### config.mk
export PLATFORM = sky130hd
export DESIGN_NAME = tfq_alarm_core
export DESIGN_NICKNAME = d
export VERILOG_FILES = /design/src/hdl/tfq_pkg.sv /design/src/hdl/tfq_alarm_core.sv /design/src/hdl/tfq_limit_compare.sv /design/src/hdl/tfq_fault_queue.sv
export SDC_FILE = /design/constraint.sdc
export NUM_CORES = 1
export LEC_CHECK = 0
export ABC_AREA = 1
export ABC_CLOCK_PERIOD_IN_PS = 3100
export BUFFER_PORTS_ARGS = -buffer_cell sky130_fd_sc_hd__buf_2
export CAP_MARGIN = 20
export CORE_MARGIN = 2
export CORE_UTILIZATION = 57
export DETAILED_ROUTE_END_ITERATION = 8
export PLACE_DENSITY = 0.79
export SYNTH_ARGS = -nofsm -noshare
export SYNTH_HDL_FRONTEND = slang
export SYNTH_HIERARCHICAL = 1
export SYNTH_SLANG_ARGS = --single-unit
export TNS_END_PERCENT = 10
### constraint.sdc
create_clock -name i_ref_clk -period 3.1 [get_ports i_ref_clk]
set_clock_uncertainty 0.05 [all_clocks]
set_input_delay 0.465 -clock i_ref_clk [delete_from_list [all_inputs] [get_ports i_ref_clk]]
set_output_delay 0.465 -clock i_ref_clk [all_outputs]
set_load 0.01 [all_outputs]
### src/hdl/tfq_pkg.sv
package tfq_pkg;

	// -----------------------------------------------------------------
	// register offsets
	// -----------------------------------------------------------------
	localparam logic [1:0] ADDR_TEMP = 2'h0;
	localparam logic [1:0] ADDR_CFG = 2'h1;
	localparam logic [1:0] ADDR_TLOW = 2'h2;
	localparam logic [1:0] ADDR_THIGH = 2'h3;

	// -----------------------------------------------------------------
	// configuration byte layout (upper byte of the 16-bit register)
	// -----------------------------------------------------------------
	localparam int SHUTDOWN_BIT_POS = 0;
	localparam int THERMOSTAT_MODE_BIT_POS = 1;
	localparam int ALARM_POLARITY_BIT_POS = 2;
	localparam int FAULT_QUEUE_LO_BIT_POS = 3;
	localparam int FAULT_QUEUE_HI_BIT_POS = 4;
	localparam int RESOLUTION_LO_BIT_POS = 5;
	localparam int RESOLUTION_HI_BIT_POS = 6;
	localparam int ONE_SHOT_BIT_POS = 7;

	// -----------------------------------------------------------------
	// reset values and widths
	// -----------------------------------------------------------------
	localparam logic [7:0] CFG_RST = 8'h00;
	localparam logic [7:0] CFG_LOW_BYTE = 8'h00;
	localparam logic [11:0] TEMP_RST = 12'h000;
	localparam logic [11:0] TLOW_RST = 12'h4B0;
	localparam logic [11:0] THIGH_RST = 12'h500;
	localparam logic [3:0] FRAC_ZERO = 4'h0;
	localparam logic [15:0] RDATA_IDLE = 16'h0000;
	localparam logic [2:0] FCNT_MAX = 3'h7;

	typedef enum logic [0:0]
	{
		EXPECT_HIGH = 1'b0,
		EXPECT_LOW = 1'b1
	} tfq_expect_t;

	// keeps only the bits that the selected resolution carries
	function automatic logic [11:0] res_mask(input logic [1:0] res);
		logic [11:0] m;
		m = 12'hFF8;
		case (res)
			2'h0: m = 12'hFF8;
			2'h1: m = 12'hFFC;
			2'h2: m = 12'hFFE;
			2'h3: m = 12'hFFF;
			default: m = 12'hFF8;
		endcase
		return m;
	endfunction : res_mask

	// consecutive faults needed for a valid fault condition
	function automatic logic [2:0] queue_thr(input logic [1:0] sel);
		logic [2:0] t;
		t = 3'h1;
		case (sel)
			2'h0: t = 3'h1;
			2'h1: t = 3'h2;
			2'h2: t = 3'h4;
			2'h3: t = 3'h6;
			default: t = 3'h1;
		endcase
		return t;
	endfunction : queue_thr

endpackage : tfq_pkg

### src/hdl/tfq_alarm_core.sv
// Added by the designer: the register offsets and strobed register access.
`timescale 1ns/1ps
// How it works
// - continuous conversion overwrites the stored result after every completed conversion
// - the stored result can be read at any time, even mid-conversion
// - two resolution bits pick 9, 10, 11 or 12 result bits
// - resolution comes out of any reset at nine bits
// - every new stored result is checked against both limits
// - alarm output is active low by default; polarity bit 1 makes it high
// - mode bit picks comparator or interrupt alarm; comparator by default
// - a fault is a result at or above high, or at or below low
// - queue field needs 1, 2, 4 or 6 consecutive faults
// - each fault bumps the counter (held at 7), reaching the setting gives a valid fault condition
// - a result that is not a fault clears the counter
// - comparator alarm sets on a valid fault at the upper limit
// - comparator alarm clears only on a later valid fault at or below low, or on a general call reset
// - in comparator mode reads, writes and shutdown leave the alarm alone
// - switching to comparator with alarm active keeps it until a low fault
// - general call reset clears alarm and restores configuration defaults
// - interrupt alarm holds until a read, alert answer or shutdown entry
// - shutdown neither clears nor changes the fault counter
module tfq_alarm_core
(
	input wire logic i_ref_clk,
	input wire logic i_resetn,
	input wire logic [1:0] i_addr,
	input wire logic [15:0] i_wdata,
	input wire logic i_wr,
	input wire logic i_rd,
	output logic [15:0] o_rdata,
	input wire logic i_conv_valid,
	input wire logic [11:0] i_conv_data,
	output logic o_conv_run,
	input wire logic i_gc_reset,
	input wire logic i_ara_ack,
	output logic o_alert
);

	// -----------------------------------------------------------------
	// state
	// -----------------------------------------------------------------
	logic [11:0] temp_q;
	logic [11:0] temp_d;
	logic [11:0] tlow_q;
	logic [11:0] tlow_d;
	logic [11:0] thigh_q;
	logic [11:0] thigh_d;
	logic [7:0] cfg_q;
	logic [7:0] cfg_d;
	logic new_q;
	logic new_d;
	logic oneshot_q;
	logic oneshot_d;
	logic conv_run_q;
	logic conv_run_d;
	logic alarm_q;
	logic alarm_d;
	tfq_pkg::tfq_expect_t expect_q;
	tfq_pkg::tfq_expect_t expect_d;
	logic [15:0] rdata_q;
	logic [15:0] rdata_d;
	logic alert_q;
	logic alert_d;

	logic is_high;
	logic is_low;
	logic fault_valid;
	logic accept;
	logic cfg_write;
	logic sd_entry;
	logic int_clear;
	logic thermostat_mode_bit;
	logic alarm_polarity_bit;
	logic shutdown_bit;
	logic [1:0] resolution_sel;
	logic [1:0] queue_sel;

	assign thermostat_mode_bit = cfg_q[tfq_pkg::THERMOSTAT_MODE_BIT_POS];
	assign alarm_polarity_bit = cfg_q[tfq_pkg::ALARM_POLARITY_BIT_POS];
	assign shutdown_bit = cfg_q[tfq_pkg::SHUTDOWN_BIT_POS];
	assign resolution_sel = {cfg_q[tfq_pkg::RESOLUTION_HI_BIT_POS],
		cfg_q[tfq_pkg::RESOLUTION_LO_BIT_POS]};
	assign queue_sel = {cfg_q[tfq_pkg::FAULT_QUEUE_HI_BIT_POS],
		cfg_q[tfq_pkg::FAULT_QUEUE_LO_BIT_POS]};

	// -----------------------------------------------------------------
	// limit check and fault queue
	// -----------------------------------------------------------------
	// compare runs one cycle after the store, on the stored value
	tfq_limit_compare u_compare
	(
		.i_temp(temp_q),
		.i_thigh(thigh_q),
		.i_tlow(tlow_q),
		.o_high(is_high),
		.o_low(is_low)
	);

	tfq_fault_queue u_queue
	(
		.i_ref_clk(i_ref_clk),
		.i_resetn(i_resetn),
		.i_clear(i_gc_reset),
		.i_sample(new_q),
		.i_fault(is_high | is_low),
		.i_queue_sel(queue_sel),
		.o_valid(fault_valid)
	);

	// -----------------------------------------------------------------
	// next-state logic
	// -----------------------------------------------------------------
	always_comb
	begin
		accept = i_conv_valid && conv_run_q;
		cfg_write = i_wr && i_addr == tfq_pkg::ADDR_CFG;
		sd_entry = cfg_write && !shutdown_bit
			&& i_wdata[8 + tfq_pkg::SHUTDOWN_BIT_POS];
		int_clear = thermostat_mode_bit
			&& (i_rd || i_ara_ack || sd_entry);
		temp_d = temp_q;
		tlow_d = tlow_q;
		thigh_d = thigh_q;
		cfg_d = cfg_q;
		oneshot_d = oneshot_q;
		alarm_d = alarm_q;
		expect_d = expect_q;
		new_d = accept;
		rdata_d = tfq_pkg::RDATA_IDLE;

		// reads never disturb the conversion path
		if (i_rd)
		begin
			case (i_addr)
				tfq_pkg::ADDR_TEMP: rdata_d = {temp_q, tfq_pkg::FRAC_ZERO};
				tfq_pkg::ADDR_CFG: rdata_d = {cfg_q, tfq_pkg::CFG_LOW_BYTE};
				tfq_pkg::ADDR_TLOW: rdata_d = {tlow_q, tfq_pkg::FRAC_ZERO};
				tfq_pkg::ADDR_THIGH: rdata_d = {thigh_q, tfq_pkg::FRAC_ZERO};
				default: rdata_d = tfq_pkg::RDATA_IDLE;
			endcase
		end

		// the result register is read only, a write to it is dropped
		if (i_wr)
		begin
			case (i_addr)
				tfq_pkg::ADDR_CFG:
				begin
					cfg_d = i_wdata[15:8];
					cfg_d[tfq_pkg::ONE_SHOT_BIT_POS] = 1'b0;
					if (i_wdata[8 + tfq_pkg::ONE_SHOT_BIT_POS]
						&& i_wdata[8 + tfq_pkg::SHUTDOWN_BIT_POS])
						oneshot_d = 1'b1;
				end
				tfq_pkg::ADDR_TLOW: tlow_d = i_wdata[15:4];
				tfq_pkg::ADDR_THIGH: thigh_d = i_wdata[15:4];
				default: ;
			endcase
		end

		if (accept)
		begin
			temp_d = i_conv_data & tfq_pkg::res_mask(resolution_sel);
			oneshot_d = 1'b0;
		end

		// clear first so that a new interrupt event in the same cycle wins
		if (int_clear)
			alarm_d = 1'b0;
		if (fault_valid)
		begin
			if (!thermostat_mode_bit)
			begin
				// comparator: only limits move the alarm
				if (is_high)
				begin
					alarm_d = 1'b1;
					expect_d = tfq_pkg::EXPECT_LOW;
				end
				else if (is_low)
				begin
					alarm_d = 1'b0;
					expect_d = tfq_pkg::EXPECT_HIGH;
				end
			end
			else if (is_high && expect_q == tfq_pkg::EXPECT_HIGH)
			begin
				alarm_d = 1'b1;
				expect_d = tfq_pkg::EXPECT_LOW;
			end
			else if (is_low && expect_q == tfq_pkg::EXPECT_LOW)
			begin
				alarm_d = 1'b1;
				expect_d = tfq_pkg::EXPECT_HIGH;
			end
		end

		if (i_gc_reset)
		begin
			cfg_d = tfq_pkg::CFG_RST;
			oneshot_d = 1'b0;
			alarm_d = 1'b0;
			expect_d = tfq_pkg::EXPECT_HIGH;
		end

		conv_run_d = !cfg_d[tfq_pkg::SHUTDOWN_BIT_POS] || oneshot_d;
		alert_d = cfg_d[tfq_pkg::ALARM_POLARITY_BIT_POS]
			? alarm_d : !alarm_d;
	end

	// -----------------------------------------------------------------
	// registers
	// -----------------------------------------------------------------
	always_ff @(posedge i_ref_clk or negedge i_resetn)
	begin
		if (!i_resetn)
		begin
			temp_q <= tfq_pkg::TEMP_RST;
			tlow_q <= tfq_pkg::TLOW_RST;
			thigh_q <= tfq_pkg::THIGH_RST;
			cfg_q <= tfq_pkg::CFG_RST;
			new_q <= 1'b0;
			oneshot_q <= 1'b0;
			conv_run_q <= 1'b1;
			alarm_q <= 1'b0;
			expect_q <= tfq_pkg::EXPECT_HIGH;
			rdata_q <= tfq_pkg::RDATA_IDLE;
			alert_q <= 1'b1;
		end
		else
		begin
			temp_q <= temp_d;
			tlow_q <= tlow_d;
			thigh_q <= thigh_d;
			cfg_q <= cfg_d;
			new_q <= new_d;
			oneshot_q <= oneshot_d;
			conv_run_q <= conv_run_d;
			alarm_q <= alarm_d;
			expect_q <= expect_d;
			rdata_q <= rdata_d;
			alert_q <= alert_d;
		end
	end

	assign o_rdata = rdata_q;
	assign o_conv_run = conv_run_q;
	assign o_alert = alert_q;

	// -----------------------------------------------------------------
	// checks
	// -----------------------------------------------------------------
	AST_STORE: assert property (@(posedge i_ref_clk) disable iff (!i_resetn)
		i_conv_valid && conv_run_q |=> new_q)
		else $error("completed conversion was not stored");

	AST_TEMP_READ: assert property (@(posedge i_ref_clk) disable iff (!i_resetn)
		i_rd && i_addr == tfq_pkg::ADDR_TEMP
		|=> o_rdata == {$past(temp_q), tfq_pkg::FRAC_ZERO})
		else $error("result read did not return the stored value");

	AST_RES_MASK: assert property (@(posedge i_ref_clk) disable iff (!i_resetn)
		new_q |-> (temp_q & ~tfq_pkg::res_mask($past(resolution_sel)))
		== 12'h000)
		else $error("stored result wider than the resolution");

	AST_GC_DEFAULTS: assert property (@(posedge i_ref_clk)
		disable iff (!i_resetn)
		i_gc_reset |=> cfg_q == tfq_pkg::CFG_RST && !alarm_q)
		else $error("general call reset did not restore defaults");

	AST_POLARITY: assert property (@(posedge i_ref_clk) disable iff (!i_resetn)
		o_alert == (alarm_polarity_bit ? alarm_q : !alarm_q))
		else $error("alert pin level does not match polarity");

	AST_CMP_SET: assert property (@(posedge i_ref_clk) disable iff (!i_resetn)
		!thermostat_mode_bit && fault_valid && is_high && !i_gc_reset
		|=> alarm_q)
		else $error("comparator alarm did not set on high fault");

	AST_CMP_CLEAR: assert property (@(posedge i_ref_clk) disable iff (!i_resetn)
		!thermostat_mode_bit && fault_valid && is_low && !is_high
		|=> !alarm_q)
		else $error("comparator alarm did not clear on low fault");

	AST_CMP_HOLD: assert property (@(posedge i_ref_clk) disable iff (!i_resetn)
		!thermostat_mode_bit && !fault_valid && !i_gc_reset
		|=> alarm_q == $past(alarm_q))
		else $error("comparator alarm moved without a fault");

	AST_INT_CLEAR: assert property (@(posedge i_ref_clk) disable iff (!i_resetn)
		thermostat_mode_bit && (i_rd || i_ara_ack) && !fault_valid
		|=> !alarm_q)
		else $error("interrupt alarm not cleared by read or answer");

	// a clear in the same cycle must not swallow a new event
	AST_INT_FAULT_WINS: assert property
		(@(posedge i_ref_clk) disable iff (!i_resetn)
		thermostat_mode_bit && fault_valid && is_high && !i_gc_reset
		&& expect_q == tfq_pkg::EXPECT_HIGH |=> alarm_q)
		else $error("interrupt event lost to a clear in the same cycle");

	AST_INT_SD_CLEAR: assert property
		(@(posedge i_ref_clk) disable iff (!i_resetn)
		thermostat_mode_bit && sd_entry && !fault_valid |=> !alarm_q)
		else $error("shutdown entry did not clear the interrupt alarm");

	AST_RDATA_IDLE: assert property
		(@(posedge i_ref_clk) disable iff (!i_resetn)
		!i_rd |=> o_rdata == tfq_pkg::RDATA_IDLE)
		else $error("read data stood longer than one cycle");

	AST_HALT_HOLDS: assert property
		(@(posedge i_ref_clk) disable iff (!i_resetn)
		i_conv_valid && !conv_run_q |=> temp_q == $past(temp_q))
		else $error("result changed while conversions were stopped");

endmodule : tfq_alarm_core

### src/hdl/tfq_limit_compare.sv
`timescale 1ns/1ps
module tfq_limit_compare
(
	input wire logic [11:0] i_temp,
	input wire logic [11:0] i_thigh,
	input wire logic [11:0] i_tlow,
	output logic o_high,
	output logic o_low
);

	// -----------------------------------------------------------------
	// signed compare, both limits always checked
	// -----------------------------------------------------------------
	always_comb
	begin
		o_high = $signed(i_temp) >= $signed(i_thigh);
		o_low = $signed(i_temp) <= $signed(i_tlow);
	end

endmodule : tfq_limit_compare

### src/hdl/tfq_fault_queue.sv
`timescale 1ns/1ps
module tfq_fault_queue
(
	input wire logic i_ref_clk,
	input wire logic i_resetn,
	input wire logic i_clear,
	input wire logic i_sample,
	input wire logic i_fault,
	input wire logic [1:0] i_queue_sel,
	output logic o_valid
);

	logic [2:0] cnt_q;
	logic [2:0] cnt_d;
	logic [2:0] cnt_inc;

	// -----------------------------------------------------------------
	// consecutive fault counter
	// -----------------------------------------------------------------
	// shutdown is not an input here, so the count survives it
	always_comb
	begin
		cnt_inc = (cnt_q == tfq_pkg::FCNT_MAX) ? cnt_q : cnt_q + 3'h1;
		cnt_d = cnt_q;
		o_valid = 1'b0;
		if (i_clear)
			cnt_d = 3'h0;
		else if (i_sample)
		begin
			if (i_fault)
			begin
				cnt_d = cnt_inc;
				o_valid = cnt_inc >= tfq_pkg::queue_thr(i_queue_sel);
			end
			else
				cnt_d = 3'h0;
		end
	end

	always_ff @(posedge i_ref_clk or negedge i_resetn)
	begin
		if (!i_resetn)
			cnt_q <= 3'h0;
		else
			cnt_q <= cnt_d;
	end

	AST_FQ_CLEAR: assert property (@(posedge i_ref_clk) disable iff (!i_resetn)
		i_sample && !i_fault |=> cnt_q == 3'h0)
		else $error("fault count not cleared after a good result");

	AST_FQ_SINGLE: assert property (@(posedge i_ref_clk) disable iff (!i_resetn)
		i_sample && i_fault && !i_clear && i_queue_sel == 2'h0 |-> o_valid)
		else $error("queue of one did not give a valid fault");

endmodule : tfq_fault_queue

==> results of run 1 <==
-- cell usage after synthesis (2+ instances only) --
| library cell | n | area [um2] |
|---|---|---|
| buf_4 | 5 | 37.54 |
| a31oi_1 | 3 | 18.77 |
| nand2_1 | 145 | 544.3 |
| inv_2 | 5 | 18.77 |
| nor3_1 | 2 | 10.01 |
| dfstp_2 | 8 | 210.2 |
| nor2_1 | 8 | 30.03 |
| a21oi_1 | 27 | 135.1 |
| nor2_4 | 2 | 22.52 |
| nand4_1 | 7 | 43.79 |
| o21ai_0 | 34 | 170.2 |
| nor2_2 | 2 | 12.51 |
| nand3_1 | 14 | 70.07 |
| clkbuf_1 | 3 | 11.26 |
| ha_1 | 28 | 350.3 |
| inv_4 | 2 | 12.51 |
| nand2_2 | 7 | 43.79 |
| o21ai_1 | 2 | 10.01 |
| inv_1 | 80 | 300.3 |
| buf_2 | 4 | 20.02 |
| dfrtp_1 | 56 | 1401 |
| o22ai_1 | 4 | 25.02 |
| clkbuf_2 | 2 | 10.01 |
| nand2_4 | 2 | 22.52 |
| o21ai_4 | 2 | 32.53 |
-- power by group --
| group | internal, mW | switching [mW] | total (mW) |
|---|---|---|---|
| clock network | 0.393 | 0.306 | 0.699 |
| logic | 0.208 | 0.335 | 0.543 |
| registers | 0.938 | 0.0769 | 1.01 |
| total | 1.54 | 0.719 | 2.26 |
-- per-layer routing --
layer / vias up / part of all wire
met5: - / 0
met4: 0 / 0.024
met3: 16 / 0.052
met2: 91 / 0.45
met1: 1416 / 0.47
li1: 1531 / -
-- worst paths after layout --
path / startpoint / to / slack [ns] / depth (start not counted)
min reg2reg: thigh_q[10] / thigh_q[10] / 0.46 / 2
min: i_resetn / tlow_q[2] / 0.07 / 2
min in group i_ref_clk: i_conv_data[7] / temp_q[7] / 0.26 / 3
max reg2reg: tlow_q[7] / o_alert / 0.16 / 20
max in group asynchronous: i_resetn / o_alert / 2.60 / 2
max: tlow_q[7] / o_alert / 0.16 / 20
-- kinds of logic (layout without fill, tap and decap cells) --
group / after synthesis / count (layout)
AO/OA/AOI/OAI: 76 / 76
adder cells (fa/ha/maj): 28 / 28
buffers and inverters: 102 / 150
flip-flops: 64 / 64
other: 1 / 4
AND/OR/NAND/NOR: 192 / 192
-- state kept, by name, summed over array words and instances (netlist names) --
register       cells
cfg_q              7
o_alert            1
alarm_q            1
o_rdata           12
o_conv_run         1
expect_q           1
tlow_q            12
u_queue/cnt_q      3
thigh_q           12
new_q              1
temp_q            12
oneshot_q          1
-- timing repair --
| item | in CTS | in global routing |
|---|---|---|
| gates resized for setup | 0 | 1 |
| hold buffers | 0 | 0 |
| endpoints found under the setup margin | 0 | 1 |
-- stage by stage --
stage                     cells  total power [mW]  area, um2  utilization
after CTS                   591             2.260       4111       0.6550
after global routing        591             2.398       4116       0.6558
after floorplan             466             1.393       3664            -
final                       591             2.257       4116       0.6558
after detailed placement    575             1.555       3920       0.6245
after global placement      575             1.526       3920       0.6245
-- worst max-delay path, stage by stage, from the launching register on --
cell	delay, ns
dfstp_2	0.56
inv_1	0.05
ha_1	0.30
a21oi_1	0.20
nand2_1	0.12
nand2_1	0.12
nand3_2	0.08
nand2_1	0.09
nand3_2	0.12
or2_2	0.31
nand2_1	0.09
inv_1	0.07
nand2_1	0.07
inv_1	0.05
nand2_1	0.08
inv_1	0.07
a31oi_1	0.17
nand2_1	0.09
nand2_1	0.09
nand2_1	0.06
nand2_1	0.06
-- cell type report --
cell class	instances	area, um2	share of cell area
clock buffer	13	148.9	0.03617
clock inverter	3	42.54	0.01033
inverter	87	331.6	0.08055
multi-input combinational	300	1635	0.3973
sequential	64	1612	0.3915
tap	77	96.34	0.02340
timing repair buffer	47	250.2	0.06079
==> results.toml, run 1 <==
[sta]
finalCriticalPeriod_ns = 2.939
rsz0062_at_grt = "no"
timing.fmax_mhz = 340.3
tightestPinTransition_ns = 0.5666
finalSetupTns_ns = 0
fin_ws_ns = 0.1611
finalSetupViolations = 0
finalCritPeriodShare = 0.9480
worst_hold_slack_ns = 0.06842
slew_violations = 0
hold_violations = 0
max-slew-margin-rel = 0.6214

[yosys]
ys_seq_elements = 64
synth-simple-area-share = 0.2288
postSynthCellCount = 463
synth_compound_area_frac = 0.1175
synth.distinct_cells = 34
synth_edf_count = 0
synth-seq-area-share = 0.4412
synth_adder_area_share = 0.09592
synth_area_mm2 = 0.003652
synthXorXnorAreaFrac = 0
synth_top_family_by_area = "simple AND/OR/NAND/NOR gates"
synth_mux_area_frac = 0
avgSynthCellArea_um2 = 7.888
synth_flop_cell = "dfrtp_1"
synth-async-reset-ratio = 1.000
yosys_warnings = 6

[global_routing]
grt_max_degree = 65
grt_pass1_vias = 2971
grt_pass1_wl_mm = 13.82
met2_usage = 0.3860
antenna_found_initial = 0
overflow = 0
grt_use_met3 = 0.04055
grt-busiest-layer = "met2"
grt_use_met1 = 0.3494
grt.total_usage = 0.2475

[clock_network]
path_clk_slew_ns = 0.07
clock_path_buffers = 2
cts_tree = "done"
clk_latency_ns = 0.34
clock_sinks = 64
numCtsBuffers = 9
post-cts-setup-buffers = 0
cts_root_buf = "clkbuf_8"
h-tree-depth = 3

[critical_path]
startpoint_type = "flip-flop"
cp.arrival_ns = 3.18
cp_max_fo = 3
end_kind = "flip-flop"
critPathKind = "reg -> reg"
required_ns = 3.34

[placed_design]
dp_hpwl_mm = 5.887
gp_congestion = 0.8560
port_buffers = 46
pre_cts_ws_ns = 0.2686

[final_layout]
antenna_cells = 0
drive_above_1_share = 0.1868
final_common_cell = "nand2_1"
layout_common_cells = "nand2_1, inv_1, dfrtp_1"
nets = 574
n_fill_cell = 539
syn_to_final_growth_pct = 12.71

[detailed_routing]
drc = 0
wl_mm = 8.043
drtAntennaViolNets = 0
wire_per_inst_um = 13.61
routed_via_density = 5.168
vias = 3054
drt_iter0_drc = 181
dr.pass1.iters = 4

[floorplan]
row_count = 29
io_pins = 55
die_h_um = 84.05
dieArea_mm2 = 0.007064
coreArea_mm2 = 0.006277
initial_core_util = 0.5818
die_w_um = 84.05

[run_status]
status = "finished, final reports clean"

[pwr]
irDropWorstVdd_uv = 373.9
p_per_area_mw_per_mm2 = 548.4
leakage_nw = 2.313

[job]
maxCapViolCount = 0

[worst_hold_path]
min_path_type = "in -> async"
(Power assumes the default switching activity.)
==> run 2, diff against run 1 <==
--- a/config.mk
+++ b/config.mk
@@ -8,11 +8,12 @@
 export ABC_AREA = 1
 export ABC_CLOCK_PERIOD_IN_PS = 3100
 export BUFFER_PORTS_ARGS = -buffer_cell sky130_fd_sc_hd__buf_2
-export CAP_MARGIN = 20
+export CAP_MARGIN = 10
 export CORE_MARGIN = 2
 export CORE_UTILIZATION = 57
 export DETAILED_ROUTE_END_ITERATION = 8
 export PLACE_DENSITY = 0.79
+export REMOVE_ABC_BUFFERS = 1
 export SYNTH_ARGS = -nofsm -noshare
 export SYNTH_HDL_FRONTEND = slang
 export SYNTH_HIERARCHICAL = 1
==> results.toml, run 2 (synthesis results as in run 1) <==
[critical_path]
end_kind = "flip-flop"
r2r_slack_ns = 0.33
r2r-start = "tlow_q[7]"
rr_worst_depth = 20
critPathTopFamily = "simple AND/OR/NAND/NOR gates"
critical_path_buf_inv_count = 4
startpoint_type = "flip-flop"
timing.rr.end = "o_alert"
path_common_cell = "nand2_1"
cp.arrival_ns = 3.01
startpoint = "tlow_q[7]"
cp_max_fo = 3
critPathKind = "reg -> reg"
required_ns = 3.34
crit_path_cell_trace = "inv_1, ha_1, a21oi_1, nand2_1, nand2_1, nand3_2, nand2_1, nand3_1, or2_2, nand2_1, inv_1, nand2_1, inv_1, nand2_1, inv_1, a31oi_1, nand2_1, nand2_1, nand2_1, nand2_1"
slowest_delay_ns = 0.54
cpMaxStageDelayCell = "dfstp_2"

[placed_design]
port_buffers = 46
dp_hpwl_mm = 5.908
place_area_mm2 = 0.003908
gp_congestion = 0.9098

[sta]
timing.fmax_mhz = 360.4
finalCritPeriodShare = 0.8951
finalSetupTns_ns = 0
rsz0062_at_grt = "no"
hold_violations = 0
max-slew-margin-rel = 0.4686
tightestPinTransition_ns = 0.7971
finalSetupViolations = 0
finalCriticalPeriod_ns = 2.775
slew_violations = 0

[floorplan]
die_w_um = 84.05
coreArea_mm2 = 0.006277
dieArea_mm2 = 0.007064
initial_core_util = 0.5818
io_pins = 55
row_count = 29
die_h_um = 84.05

[job]
maxCapViolCount = 0

[final_layout]
final_common_cell = "nand2_1"
n_fill_cell = 550
seq_area_mm2 = 0.001612
layout_common_cells = "nand2_1, inv_1, dfrtp_1"
antenna_cells = 0
final_area_mm2 = 0.004129
nets = 574
multi_input_area_mm2 = 0.001630
syn_to_final_growth_pct = 13.05
drive_above_1_share = 0.1887

[clock_network]
numCtsBuffers = 9
clock_path_buffers = 2
cts_tree = "done"
post-cts-setup-buffers = 0
clk_latency_ns = 0.34
ctsHoldBuffers = 0
clock_sinks = 64
cts-resized-gates = 0
cts_root_buf = "clkbuf_8"
h-tree-depth = 3
path_clk_slew_ns = 0.07

[detailed_routing]
drt_iter0_drc = 144
drc = 0
routed_via_density = 5.157
wl_mm = 8.268
drtAntennaViolNets = 0
wire_per_inst_um = 13.99
dr.pass1.iters = 5
vias = 3048

[global_routing]
grt_pass1_wl_mm = 14.08
antenna_found_initial = 0
grt_max_degree = 65
grt.total_usage = 0.2516
grt_pass1_vias = 3108
overflow = 0

[pwr]
p_per_area_mw_per_mm2 = 569.4
irDropWorstVdd_uv = 385.0
p_total_mw = 2.351
leakage_nw = 2.316

[run_status]
status = "finished, final reports clean"

[worst_hold_path]
min_path_type = "in -> async"
[run 2: how the worst max path moves through the flow]
| stage | end | slack [ns] | cells after the start |
|---|---|---|---|
| after global routing | o_alert | 0.02 | 21 |
| after CTS | o_alert | 0.33 | 20 |
| after global placement | o_alert | 0.39 | 20 |
| after detailed placement | o_alert | 0.36 | 20 |
| after floorplan | o_alert | 0.68 | 19 |
| final | o_alert | 0.33 | 20 |
[run 2: metal layers]
layer / track usage / routed length [um] / vias up / part of all wire
li1: - / - / 1533 / -
met5: 0 / 0 / - / 0
met2: 0.4120 / 3951 / 93 / 0.48
met4: 0.1276 / 286 / 0 / 0.035
met3: 0.04154 / 467 / 26 / 0.056
met1: 0.3209 / 3561 / 1396 / 0.43
[run 2: stage by stage]
step | hold slack (ns) | setup slack [ns] | cells | utilization
floorplan | 0.1194 | 0.6764 | 451 | -
global placement | 0.4375 | 0.3886 | 575 | 0.6225
detailed placement | 0.4405 | 0.3560 | 575 | 0.6225
CTS | 0.2558 | 0.3325 | 591 | 0.6578
global route | 0.2629 | 0.01841 | 591 | 0.6578
finish | 0.2458 | 0.3251 | 591 | 0.6578
[run 2: layout make-up]
cell class,count,share of cell area
multi-input cells,300,0.3948
flip-flops and latches,64,0.3903
clock buffers,11,0.03424
clock inverters,5,0.01939
well taps,77,0.02333
repair buffers,47,0.05758
inverters,87,0.08030
[run 2: power by group]
group	internal [mW]	switching, mW	total, mW	leakage [nW]
Clock	0.473	0.327	0.800	0.106
Sequential	0.937	0.0758	1.01	0.812
Combinational	0.205	0.332	0.537	1.40
Total	1.62	0.735	2.35	2.32
==> run 3, diff against run 2 <==
--- a/config.mk
+++ b/config.mk
@@ -9,8 +9,10 @@
 export ABC_CLOCK_PERIOD_IN_PS = 3100
 export BUFFER_PORTS_ARGS = -buffer_cell sky130_fd_sc_hd__buf_2
 export CAP_MARGIN = 10
+export CELL_PAD_IN_SITES_DETAIL_PLACEMENT = 0
+export CELL_PAD_IN_SITES_GLOBAL_PLACEMENT = 1
 export CORE_MARGIN = 2
-export CORE_UTILIZATION = 57
+export CORE_UTILIZATION = 42
 export DETAILED_ROUTE_END_ITERATION = 8
 export PLACE_DENSITY = 0.79
 export REMOVE_ABC_BUFFERS = 1
==> results.toml, run 3 (synthesis results as in run 1) <==
[pwr]
pwr-share-comb = 0.244
power_frac_seq = 0.463
p_per_area_mw_per_mm2 = 527.1
swShare = 0.3240
leakage_nw = 2.310
power.internal_mw = 1.475
switchingPower_uw = 706.8
irDropWorstVdd_uv = 191.4
p_clk_frac = 0.293

[floorplan]
dieArea_mm2 = 0.009458
coreArea_mm2 = 0.008593
die_h_um = 97.25
row_count = 34
io_pins = 55
initial_core_util = 0.4250
die_w_um = 97.25

[placed_design]
gp_congestion = 0.8285
place_area_mm2 = 0.003966
port_buffers = 46
dp_hpwl_mm = 6.188
pre_cts_ws_ns = 0.3360

[sta]
fin_ws_ns = 0.3610
finalSetupViolations = 0
max-slew-margin-rel = 0.5104
finalSetupTns_ns = 0
hold_violations = 0
rsz0062_at_grt = "no"
finalCritPeriodShare = 0.8835
timing.fmax_mhz = 365.1
slew_violations = 0
finalCriticalPeriod_ns = 2.739
tightestPinTransition_ns = 0.7344

[clock_network]
clk_latency_ns = 0.35
cts_root_buf = "clkbuf_8"
h-tree-depth = 3
clock_sinks = 64
numCtsBuffers = 9
cts_tree = "done"
clock_path_buffers = 2
path_clk_slew_ns = 0.07

[detailed_routing]
drt_iter0_drc = 97
drtAntennaViolNets = 0
vias = 2989
wire_per_inst_um = 14.07
wl_mm = 8.752
drc = 0
dr.pass1.iters = 4
routed_via_density = 4.805

[final_layout]
n_fill_cell = 859
drive_above_1_share = 0.1868
layout_common_cells = "nand2_1, inv_1, dfrtp_1"
syn_to_final_growth_pct = 13.33
final_common_cell = "nand2_1"
nets = 575
final_area_mm2 = 0.004139
antenna_cells = 0

[critical_path]
timing.rr.end = "o_alert"
r2r_slack_ns = 0.36
cp_max_fo = 3
cp.arrival_ns = 2.98
rr_worst_depth = 21
endpoint = "o_alert"
required_ns = 3.34
critPathKind = "reg -> reg"
startpoint = "thigh_q[10]"
r2r-start = "thigh_q[10]"
startpoint_type = "flip-flop"
end_kind = "flip-flop"

[global_routing]
grt_use_met1 = 0.2690
grt_pass1_wl_mm = 14.67
grt_pass1_vias = 2938
antenna_found_initial = 0
grt-busiest-layer = "met2"
met2_usage = 0.3168
grt_use_met3 = 0.03597
grt_max_degree = 35
overflow = 0
grt.total_usage = 0.1972

[run_status]
status = "finished, final reports clean"

[worst_hold_path]
min_path_type = "in -> async"

[job]
maxCapViolCount = 0
run 3: cell type report:
class	count	area, um2	area share
clock buffers	14	162.7	0.03930
clock inverters	1	5.005	0.001209
repair buffers	48	257.7	0.06227
flip-flops and latches	64	1612	0.3894
well taps	108	135.1	0.03265
inverters	87	331.6	0.08011
multi-input cells	300	1635	0.3951
run 3: through the flow:
step	cells	power (mW)	hold WS, ns	utilization
after global routing	622	2.343	0.1833	0.4817
after global placement	607	1.544	0.4396	0.4616
after CTS	622	2.206	0.1478	0.4811
after floorplan	451	1.378	0.1194	-
final	622	2.182	0.1322	0.4817
after detailed placement	607	1.557	0.4461	0.4616
run 3: how the worst min path moves through the flow:
stage                    start           to  slack [ns]  cells after the start
floorplan             i_resetn      alarm_q        0.12                      0
global placement    tlow_q[10]   tlow_q[10]        0.44                      2
detailed placement  thigh_q[6]   thigh_q[6]        0.45                      2
CTS                   i_resetn    temp_q[7]        0.15                      1
global route          i_resetn    tlow_q[3]        0.18                      1
finish                i_resetn  o_rdata[15]        0.13                      1
run 3: critical path, stage by stage (launching register included):
cell,delay [ns]
dfstp_2,0.54
inv_1,0.04
ha_1,0.26
nand2_1,0.07
inv_2,0.06
nand2_2,0.05
nor2_2,0.16
nand2_1,0.09
nand4_1,0.07
nand3_1,0.15
or2_2,0.30
nand2_1,0.09
inv_1,0.07
nand2_1,0.07
inv_1,0.05
nand2_1,0.08
inv_1,0.07
a31oi_1,0.16
nand2_1,0.08
nand2_1,0.08
nand2_1,0.05
nand2_1,0.05
run 3: power by group through the flow:
stage                     registers (mW)  clock network, mW  logic, mW
after CTS                           1.01              0.661      0.536
after global placement              1.02                  0      0.522
after floorplan                     1.01                  0      0.366
after detailed placement            1.02                  0      0.533
final                               1.01              0.639      0.533
after global routing                1.02              0.695      0.624
run 3: routing by layer:
| layer | routed length, um | share of wire | vias up |
|---|---|---|---|
| met5 | 0 | 0 | - |
| met1 | 4110 | 0.47 | 1384 |
| li1 | - | - | 1533 |
| met3 | 397 | 0.045 | 11 |
| met4 | 128 | 0.015 | 0 |
| met2 | 4116 | 0.47 | 61 |
run 3: repair_timing:
item / CTS / global route
hold buffers: 0 / 0
resized for setup: 0 / 1
endpoints found under the setup margin: 0 / 1
buffers inserted: 0 / 0
